## src/rtl/ptfc_pkg.sv

```systemverilog
// package: offsets, reset values, field positions and carriers of the processor fan config bank
package ptfc_pkg;

  localparam logic [7:0] FAN_ONE_MAX_OFS   = 8'h38;
  localparam logic [7:0] FAN_TWO_MAX_OFS   = 8'h39;
  localparam logic [7:0] FAN_THREE_MAX_OFS = 8'h3a;
  localparam logic [7:0] START_TEMP_OFS    = 8'h3b;
  localparam logic [7:0] SPAN_RAMP_OFS     = 8'h3c;
  localparam logic [7:0] READING_CFG_OFS   = 8'h8a;

  localparam logic [7:0] MAX_DUTY_RST      = 8'hff;
  localparam logic [7:0] START_TEMP_RST    = 8'he0;
  localparam logic [7:0] SPAN_RAMP_RST     = 8'hc0;
  localparam logic [7:0] READING_CFG_RST   = 8'h00;

  // reading config fields
  localparam int AVG_LSB     = 0;
  localparam int DOMAIN_BIT  = 3;
  localparam int SWAP_BIT    = 4;
  localparam logic [7:0] READING_CFG_WMASK = 8'h1f;

  // span/ramp fields
  localparam int RAMP_LSB    = 0;
  localparam int ACOUS_EN_BIT = 3;

  localparam int NUM_FANS    = 3;

  typedef struct packed {
    logic [7:0] addr;
    logic       wr;
    logic [7:0] wdata;
  } ptfc_reg_req_s;

  typedef struct packed {
    logic [NUM_FANS-1:0][7:0] max_duty;
    logic [7:0]               start_temp;
    logic [7:0]               span_ramp;
    logic [7:0]               reading_cfg;
    logic [NUM_FANS-1:0][7:0] duty;
    logic [7:0]               rdata;
    logic [7:0]               remote1_shown;
    logic [7:0]               processor_shown;
    logic                     above_start;
    logic [16:0]              average_count;
  } ptfc_state_s;

endpackage

```

## src/rtl/ptfc_regs.sv

```systemverilog
// processor fan configuration register bank with swap, clamp and acoustic ramp
// What this block does
// averaging field picks 16 to 65536 processor readings; code 111 reserved.
// domain-count bit 3 resets 0 for single domain, 1 means two domains.
// swap bit 4 exchanges remote 1 and processor readings as shown.
// swap also exchanges limit and fan registers; software programs matching format. This block only drives the bit out on o_channel_swap.
// with lock set, writes to these registers are ignored.
// three max-duty registers reset to ff, meaning full duty.
// each fan's automatic duty is clamped to its max-duty register.
// processor reading above start temperature starts fans at minimum duty, then slope.
// start temperature resets to e0, minus 32 processor-relative.
// enhanced acoustics ramps duty gradually at ramp field rate.
// ramp step scales with round-robin tick; code 111 fastest.
// span and ramp register resets to c0.
`timescale 1ns/10ps

module ptfc_regs (
  input  wire logic                               i_clock,
  input  wire logic                               i_rst,
  input  wire ptfc_pkg::ptfc_reg_req_s            i_reg_req,
  input  wire logic                               i_lock,
  input  wire logic [7:0]                         i_remote1_temp,
  input  wire logic [7:0]                         i_first_processor_reading,
  input  wire logic [7:0]                         i_minimum_duty,
  input  wire logic [ptfc_pkg::NUM_FANS-1:0][7:0] i_auto_duty,
  input  wire logic                               i_round_robin_tick,
  output logic      [7:0]                         o_reg_rdata,
  output logic      [7:0]                         o_remote1_shown,
  output logic      [7:0]                         o_processor_shown,
  output logic                                    o_channel_swap,
  output logic                                    o_cpu_domain_count_bit,
  output logic      [16:0]                        o_average_count,
  output logic                                    o_above_start,
  output logic      [ptfc_pkg::NUM_FANS-1:0][7:0] o_fan_duty,
  output logic      [7:0]                         o_temperature_span
);

  ////////////////////////////////////////////////////////////////////////////
  // decoders

  function automatic logic [16:0] avg_count(input logic [2:0] code);
    unique case (code)
      3'h0:    avg_count = 17'h00010;
      3'h1:    avg_count = 17'h00800;
      3'h2:    avg_count = 17'h01000;
      3'h3:    avg_count = 17'h02000;
      3'h4:    avg_count = 17'h04000;
      3'h5:    avg_count = 17'h08000;
      3'h6:    avg_count = 17'h10000;
      default: avg_count = 17'h00000; // reserved code reads as no count
    endcase
  endfunction

  // duty units moved per round-robin cycle; full scale ff takes 255/step cycles
  function automatic logic [7:0] ramp_step(input logic [2:0] code);
    unique case (code)
      3'h0: ramp_step = 8'h01;
      3'h1: ramp_step = 8'h02;
      3'h2: ramp_step = 8'h03;
      3'h3: ramp_step = 8'h04;
      3'h4: ramp_step = 8'h08;
      3'h5: ramp_step = 8'h0c;
      3'h6: ramp_step = 8'h18;
      3'h7: ramp_step = 8'h30;
    endcase
  endfunction

  function automatic logic [7:0] move_toward(input logic [7:0] cur,
                                             input logic [7:0] tgt,
                                             input logic [7:0] step);
    logic [8:0] up;
    logic [8:0] dn;
    up = {1'b0, cur} + {1'b0, step};
    dn = {1'b0, cur} - {1'b0, step};
    if (tgt > cur) begin
      move_toward = (up[8] || up[7:0] > tgt) ? tgt : up[7:0];
    end else if (tgt < cur) begin
      move_toward = (dn[8] || dn[7:0] < tgt) ? tgt : dn[7:0];
    end else begin
      move_toward = cur;
    end
  endfunction

  ////////////////////////////////////////////////////////////////////////////
  // state

  ptfc_pkg::ptfc_state_s state_reg;
  ptfc_pkg::ptfc_state_s state_next;

  logic       swap;
  logic       acous_en;
  logic [7:0] target;
  logic [7:0] demand;

  always_comb begin
    state_next = state_reg;
    swap       = state_reg.reading_cfg[ptfc_pkg::SWAP_BIT];
    acous_en   = state_reg.span_ramp[ptfc_pkg::ACOUS_EN_BIT];
    target     = 8'h00;
    demand     = 8'h00;

    // lock turns the bank read-only; the write is dropped silently
    if (i_reg_req.wr && !i_lock) begin
      unique case (i_reg_req.addr)
        ptfc_pkg::FAN_ONE_MAX_OFS:   state_next.max_duty[0] = i_reg_req.wdata;
        ptfc_pkg::FAN_TWO_MAX_OFS:   state_next.max_duty[1] = i_reg_req.wdata;
        ptfc_pkg::FAN_THREE_MAX_OFS: state_next.max_duty[2] = i_reg_req.wdata;
        ptfc_pkg::START_TEMP_OFS:    state_next.start_temp  = i_reg_req.wdata;
        ptfc_pkg::SPAN_RAMP_OFS:     state_next.span_ramp   = i_reg_req.wdata;
        ptfc_pkg::READING_CFG_OFS: begin
          // bits 7:5 reserved, hold zero
          state_next.reading_cfg = i_reg_req.wdata & ptfc_pkg::READING_CFG_WMASK;
        end
        default: ;
      endcase
    end

    unique case (i_reg_req.addr)
      ptfc_pkg::FAN_ONE_MAX_OFS:   state_next.rdata = state_reg.max_duty[0];
      ptfc_pkg::FAN_TWO_MAX_OFS:   state_next.rdata = state_reg.max_duty[1];
      ptfc_pkg::FAN_THREE_MAX_OFS: state_next.rdata = state_reg.max_duty[2];
      ptfc_pkg::START_TEMP_OFS:    state_next.rdata = state_reg.start_temp;
      ptfc_pkg::SPAN_RAMP_OFS:     state_next.rdata = state_reg.span_ramp;
      ptfc_pkg::READING_CFG_OFS:   state_next.rdata = state_reg.reading_cfg;
      default:                     state_next.rdata = 8'h00;
    endcase

    // channel exchange; limit and fan registers follow via o_channel_swap
    state_next.remote1_shown   = swap ? i_first_processor_reading : i_remote1_temp;
    state_next.processor_shown = swap ? i_remote1_temp : i_first_processor_reading;

    state_next.average_count =
      avg_count(state_reg.reading_cfg[ptfc_pkg::AVG_LSB +: 3]);

    // both values are two's complement in processor-relative format
    state_next.above_start =
      $signed(state_next.processor_shown) > $signed(state_reg.start_temp);

    for (int f = 0; f < ptfc_pkg::NUM_FANS; f++) begin
      // below start the demand is zero; above, it never drops under minimum
      if (!state_reg.above_start) begin
        demand = 8'h00;
      end else if (i_auto_duty[f] < i_minimum_duty) begin
        demand = i_minimum_duty;
      end else begin
        demand = i_auto_duty[f];
      end
      target = (demand > state_reg.max_duty[f]) ? state_reg.max_duty[f] : demand;
      if (!acous_en) begin
        state_next.duty[f] = target;
      end else if (i_round_robin_tick) begin
        // one step per round-robin cycle, so ramp time tracks that cycle
        state_next.duty[f] = move_toward(state_reg.duty[f], target,
          ramp_step(state_reg.span_ramp[ptfc_pkg::RAMP_LSB +: 3]));
      end else if (state_reg.duty[f] > state_reg.max_duty[f]) begin
        state_next.duty[f] = state_reg.max_duty[f];
      end
    end
  end

  always_ff @(posedge i_clock) begin
    if (i_rst) begin
      state_reg                 <= '0;
      state_reg.max_duty[0]     <= ptfc_pkg::MAX_DUTY_RST;
      state_reg.max_duty[1]     <= ptfc_pkg::MAX_DUTY_RST;
      state_reg.max_duty[2]     <= ptfc_pkg::MAX_DUTY_RST;
      state_reg.start_temp      <= ptfc_pkg::START_TEMP_RST;
      state_reg.span_ramp       <= ptfc_pkg::SPAN_RAMP_RST;
      state_reg.reading_cfg     <= ptfc_pkg::READING_CFG_RST;
      state_reg.average_count   <= 17'h00010;
    end else begin
      state_reg <= state_next;
    end
  end

  ////////////////////////////////////////////////////////////////////////////
  // outputs, all straight from state_reg

  assign o_reg_rdata            = state_reg.rdata;
  assign o_remote1_shown        = state_reg.remote1_shown;
  assign o_processor_shown      = state_reg.processor_shown;
  assign o_channel_swap         = state_reg.reading_cfg[ptfc_pkg::SWAP_BIT];
  assign o_cpu_domain_count_bit = state_reg.reading_cfg[ptfc_pkg::DOMAIN_BIT];
  assign o_average_count        = state_reg.average_count;
  assign o_above_start          = state_reg.above_start;
  assign o_fan_duty             = state_reg.duty;
  assign o_temperature_span     = state_reg.span_ramp;

endmodule // ptfc_regs

```

## config.mk

```make
export PLATFORM = sky130hd
export DESIGN_NAME = ptfc_regs
export DESIGN_NICKNAME = d
export VERILOG_FILES = /design/src/rtl/ptfc_pkg.sv /design/src/rtl/ptfc_regs.sv
export SDC_FILE = /design/constraint.sdc
export NUM_CORES = 1
export LEC_CHECK = 0
export ABC_AREA = 1
export BUFFER_PORTS_ARGS = -buffer_cell sky130_fd_sc_hd__buf_2
export CORE_MARGIN = 2
export CORE_UTILIZATION = 30
export DETAILED_ROUTE_END_ITERATION = 12
export GPL_ROUTABILITY_DRIVEN = 0
export PLACE_DENSITY = 0.55
export SYNTH_ARGS = -nofsm -noshare
export SYNTH_HDL_FRONTEND = slang
export SYNTH_SLANG_ARGS = --single-unit
```

## constraint.sdc

```tcl
create_clock -name i_clock -period 6.65 [get_ports i_clock]
set_input_delay 1.6625 -clock i_clock [delete_from_list [all_inputs] [get_ports i_clock]]
set_output_delay 1.6625 -clock i_clock [all_outputs]
set_load 0.005 [all_outputs]
```

==> run metrics, run 1 <==
status=complete, no violations; Initial DRC Count=904; # hold bufs at CTS=0; Slew Limit Fails=0; number of synthesized flops with an enable pin=0; Post-Layout Cell Count=2315; CP most frequent cell=nand2_1; Final ANT Viol Nets=0; final setup skew=0.0104 ns; die footprint=40200 µm²; total power=2.13 mW; vias in the first global route=11100; Synth cell types=54; R2R cell count=22; I/O pin count=145; Worst slew margin=0.336; CP Capture Type=flop; CTS tree=done; # DRC=0; H-tree depth=3; Least-Margin Pin Slew=0.988 ns; Crit path buffers/inverters=5; WL final=38500 µm; Top delay family on crit path=simple AND/OR/NAND/NOR gates; Pre-Repair DR Iteration Count=5; top_reg_cell synth=dfxtp_1; Yosys reg bits=107; post-placement setup slack=0.186 ns; design area=12700 µm²; synthesized area=11600 µm²; placed cells=2300; hold slack=0.489 ns; Final period util=0.923; Placed Area=12400 µm²; post-synthesis cell count=1726; row count=71; Total GRT Usage=0.189; CP Launch Type=input port; Nets=2042; Syn Area/Cell=6.71 µm²; CP required=6.94 ns; Worst Path Arrival=6.43 ns; P_leak=6.98 nW; Layout area overhead=9.99%; setup ws final=0.510 ns; Initial Util=0.306; Max FO, Critical Path=16; R2R Setup Slk=1.77 ns; initial antenna violation count=0; sequential share of the synthesized area=0.185; first-pass GRT wire length=61000 µm; max cap viols=0; routed len/inst=16.6 µm; root buffer cell=clkbuf_16; n_diodes=0; vias per std cell=4.96; worst skew pair latency=0.36 ns; gr ovfl total=0; Post-CTS Resized=0; PortBufs=134; post-layout minimum cycle time=6.14 ns; clk slew on worst S/H paths=0.07 ns; Clock Sinks=107; Async S/R FF share, synth=0; unrepaired setup endpoints after global routing=false; Final Hold Viols=0; CTS max path bufs=2; Worst Hold Path Cells=2; Slowest cell on crit path=o21ai_0; Hold Crit Start=state_reg[67]; Hold Path Class=reg2reg; Post-CTS Setup Bufs=0; final setup vio count=0; largest net degree at the start of global routing=71; Max Clk Rate=163 MHz; Worst Hold Path EP=o_average_count[16]; crit-path max cell delay=0.50 ns; vias after detailed routing=11500; DIE WIDTH=200 µm; dpl hpwl=32000 µm; die height=200 µm; CP Class=in2reg; Peak VDD IR=0.129 mV; Worst R2R End=o_fan_duty[12]; Syn. warnings=0; share of layout cells above drive strength 1=0.137; total CTS buffers=9; Setup TNS Final=0 ns; Finished Core Util=0.337; max FFs per register=35; Core ar.=37800 µm²; r2r startpoint=o_above_start; power density over cell area=167 nW/µm²
cell type report:
type | instances | area, µm²
tap | 511 | 639
clock buffer | 10 | 239
sequential | 107 | 2140
multi-input combinational | 1261 | 7820
inverter | 265 | 997
timing repair buffer | 156 | 836
clock inverter | 5 | 70.1
fill | 4167 | 25100
worst register-to-register path: cells and delay by family, from the launching register on:
| family | cells | cell delay (ns) |
|---|---|---|
| and+or+nand+nor | 13 | 1.67 |
| DFF | 1 | 0.77 |
| AOI/OAI and AO/OA | 4 | 1.18 |
| adders and majority gates | 2 | 0.58 |
| buffers and inverters | 3 | 0.63 |
layout by cell type, fill, tap and decap left out, drive strengths merged, types with 19 or more instances in the layout:
cell type  Yosys  routed
nand2        385     385
inv          260     264
ha           167     167
buf           79     156
nor2         135     135
nand3        132     132
a21oi        120     120
dfxtp        107     107
o21ai        103     103
xor2          34      34
a211oi        32      32
o211ai        23      23
o21bai        20      20
nor3          19      19
worst max path at each step:
stage                            startpoint             end  cells past startpoint
final                     i_minimum_duty[5]  o_fan_duty[12]                     29
after global routing      i_minimum_duty[7]   o_fan_duty[9]                     29
after CTS                 i_minimum_duty[5]  o_fan_duty[15]                     29
after detailed placement  i_minimum_duty[5]  o_fan_duty[15]                     29
after global placement    i_minimum_duty[5]  o_fan_duty[15]                     30
after floorplan           i_minimum_duty[5]  o_fan_duty[15]                     28
cells by family (layout without fill, tap and decap cells):
logic type / Yosys count / after routing / synth area share
flops: 107 / 107 / 0.185
other cells: 1 / 10 / 0.000324
fa+ha+maj: 173 / 173 / 0.191
buf+inv: 367 / 436 / 0.143
compound gates: 344 / 344 / 0.184
simple gates: 698 / 698 / 0.269
mux: 1 / 1 / 0.000864
xor+xnor: 35 / 35 / 0.0265
cell usage after synthesis, types with 2 or more instances:
master / instances / area [µm²]
a211oi_1: 32 / 240
a21boi_4: 2 / 37.5
a21oi_1: 118 / 591
a21oi_2: 2 / 17.5
a221o_1: 3 / 30.0
a221oi_1: 12 / 105
a31o_2: 2 / 17.5
a31oi_1: 4 / 25.0
buf_1: 3 / 11.3
buf_2: 3 / 15.0
buf_4: 73 / 548
clkbuf_1: 23 / 86.3
clkinv_1: 5 / 18.8
dfxtp_1: 107 / 2140
fa_1: 6 / 120
ha_1: 167 / 2090
inv_1: 254 / 953
inv_2: 5 / 18.8
nand2_1: 343 / 1290
nand2_2: 26 / 163
nand2_4: 16 / 180
nand3_1: 129 / 646
nand3_2: 3 / 30.0
nand3b_1: 2 / 15.0
nand4_1: 14 / 87.6
nand4_2: 2 / 25.0
nor2_1: 132 / 495
nor2_2: 3 / 18.8
nor3_1: 19 / 95.1
nor4_1: 4 / 25.0
o211ai_1: 23 / 173
o21a_1: 3 / 22.5
o21ai_0: 66 / 330
o21ai_1: 29 / 145
o21ai_2: 4 / 35.0
o21ai_4: 4 / 65.1
o21bai_1: 20 / 150
o22ai_1: 12 / 75.1
o41ai_1: 2 / 17.5
or2_2: 2 / 12.5
xor2_1: 34 / 298
power by group:
group          internal (mW)  leakage [nW]  switching (mW)
registers              0.654         0.871          0.0271
logic                  0.312          5.96           0.562
clock network          0.308         0.153           0.270
per-layer routing:
metal	wire length, µm	vias to the layer above	part of all wire	track usage
met5	0	-	0	0
met4	1590	0	0.041	0.0767
met3	1770	74	0.046	0.0240
met2	16800	364	0.44	0.302
met1	18300	5236	0.48	0.257
li1	-	5806	-	-
Power figures use the tool's default switching activity.
==> inputs of run 2 (changes only) <==
CORE_MARGIN = 8   (was 2)
==> run 2 against run 1 <==
Effect of this change:
- clock skew up 0.00062 ns
- maximum frequency down 0.53%
- cell area about the same
- clock power down 7.6%
- cell count up 0.43%
- worst hold slack about the same
- via count up 0.33%
- power down 1.9%
- highest routed layer is now met5
==> run metrics, run 2 (synthesis results as in run 1) <==
CTS max path bufs=2 (unchanged); Flop pwr share=0.325 (was 0.319); vias per std cell=4.95 (was 4.96); Nets=2044 (was 2042); unrepaired setup endpoints after global routing=false (unchanged); # DRC=0 (unchanged); Hold Path Class=reg2reg (unchanged); total CTS buffers=9 (unchanged); Gate power share=0.419 (was 0.410); Initial Util=0.302 (was 0.306); Final period util=0.928 (was 0.923); Worst Hold Path Cells=2 (unchanged); Clock Power Share=0.255 (was 0.271); final setup skew=0.0110 ns (was 0.0104 ns); most frequent cells in the layout=343 x nand2_1, 254 x inv_1, 167 x ha_1 (unchanged); root buffer cell=clkbuf_16 (unchanged); vias in the first global route=11200 (was 11100); r2r startpoint=o_above_start (unchanged); total power=2.09 mW (was 2.13 mW); I/O pin count=145 (unchanged); R2R cell count=22 (unchanged); # hold bufs at CTS=0 (unchanged); post-layout minimum cycle time=6.17 ns (was 6.14 ns); design area=12700 µm² (about the same); CP Capture Type=flop (unchanged); vias after detailed routing=11500 (about the same); internal power=1.23 mW (was 1.27 mW); Worst Path Arrival=6.46 ns (was 6.43 ns); die footprint=45200 µm² (was 40200 µm²); Initial DRC Count=866 (was 904); largest net degree at the start of global routing=71 (unchanged); PortBufs=134 (unchanged); gr ovfl total=0 (unchanged); dpl hpwl=32900 µm (was 32000 µm); Slowest cell on crit path=o21ai_0 (unchanged); Slew Limit Fails=0 (unchanged); routed len/inst=16.9 µm (was 16.6 µm); Total GRT Usage=0.171 (was 0.189); Final Hold Viols=0 (unchanged); crit-path max cell delay=0.54 ns (was 0.50 ns); Post-CTS Resized=0 (unchanged); CP most frequent cell=nand2_1 (unchanged); Least-Margin Pin Slew=1.00 ns (was 0.988 ns); Worst slew margin=0.326 (was 0.336); Max Clk Rate=162 MHz (was 163 MHz); Hold Crit Start=state_reg[67] (unchanged); Placed Area=12500 µm² (was 12400 µm²); Final ANT Viol Nets=0 (unchanged); initial antenna violation count=1 (was 0); H-tree depth=3 (unchanged); post-placement setup slack=0.183 ns (was 0.186 ns); CTS tree=done (unchanged); die height=212 µm (was 200 µm); CP Launch Type=input port (unchanged); Layout area overhead=10.0% (was 9.99%); final setup vio count=0 (unchanged); row count=72 (was 71); Post-CTS Setup Bufs=0 (unchanged); max cap viols=0 (unchanged); first-pass GRT wire length=61800 µm (was 61000 µm); Core ar.=38400 µm² (was 37800 µm²); Crit. Startpoint=i_minimum_duty[5] (unchanged); Fillers=4269 (was 4167); Switch Pwr=0.862 mW (was 0.859 mW); WL final=39300 µm (was 38500 µm); Clock Sinks=107 (unchanged); most common cell after layout, fill and taps aside=nand2_1 (unchanged); DIE WIDTH=212 µm (was 200 µm); Pre-Repair DR Iteration Count=6 (was 5); P_leak=6.98 nW (about the same); max FFs per register=35 (unchanged); Max FO, Critical Path=16 (unchanged); status=complete, no violations (unchanged); setup ws final=0.477 ns (was 0.510 ns); Setup TNS Final=0 ns (unchanged); switching share of power=0.412 (was 0.403); n_diodes=0 (unchanged); power density over cell area=164 nW/µm² (was 167 nW/µm²); CP required=6.93 ns (was 6.94 ns); share of layout cells above drive strength 1=0.138 (was 0.137); clk slew on worst S/H paths=0.07 ns (about the same); CP Class=in2reg (unchanged); Peak VDD IR=0.120 mV (was 0.129 mV); worst skew pair latency=0.36 ns (about the same)
run 2: changes by cell type in the layout (fill, tap and decap cells not counted), sizes merged:
cell / before / now
buf: 156 / 158
clkinv: 5 / 7
bufinv: 1 / 0
run 2: final cells by class:
type | count | area [µm²] | area share
Multi-Input combinational cell | 1261 | 7820 | 0.613
Sequential cell | 107 | 2140 | 0.168
Clock inverter | 6 | 57.6 | 0.00452
Clock buffer | 10 | 229 | 0.0180
Timing Repair Buffer | 158 | 851 | 0.0668
Tap cell | 518 | 648 | 0.0509
Inverter | 265 | 997 | 0.0783
run 2: critical path: cells and delay by family:
family | cells | cell delay [ns]
and+or+nand+nor | 15 | 1.69
adders and majority gates | 3 | 0.85
buffers and inverters | 5 | 0.67
AOI/OAI and AO/OA | 6 | 1.56
run 2: power groups by stage:
stage,registers (mW),clock network [mW],logic [mW]
after global routing,0.684,0.568,0.996
after detailed placement,0.697,0,0.867
after CTS,0.681,0.544,0.873
final,0.681,0.535,0.877
after floorplan,0.682,0,0.656
after global placement,0.697,0,0.856
run 2: final timing paths:
| check | end | slack (ns) |
|---|---|---|
| worst min register to register | o_average_count[16] | 0.49 |
| worst max-delay path | o_fan_duty[9] | 0.48 |
| worst max register to register | o_fan_duty[9] | 1.67 |
| worst min-delay path | o_average_count[16] | 0.49 |
run 2: routing by layer:
metal	vias to the layer above	part of all wire	global-route usage
li1	5801	-	-
met5	-	0.00020	0
met2	352	0.45	0.283
met1	5296	0.47	0.227
met3	67	0.048	0.0246
met4	2	0.028	0.0521
run 2: stage by stage:
stage	hold WS, ns	std cells	utilization
floorplan	0.440	1735	-
global placement	0.475	2309	0.325
detailed placement	0.477	2309	0.325
CTS	0.493	2325	0.332
global route	0.514	2325	0.332
finish	0.489	2325	0.332
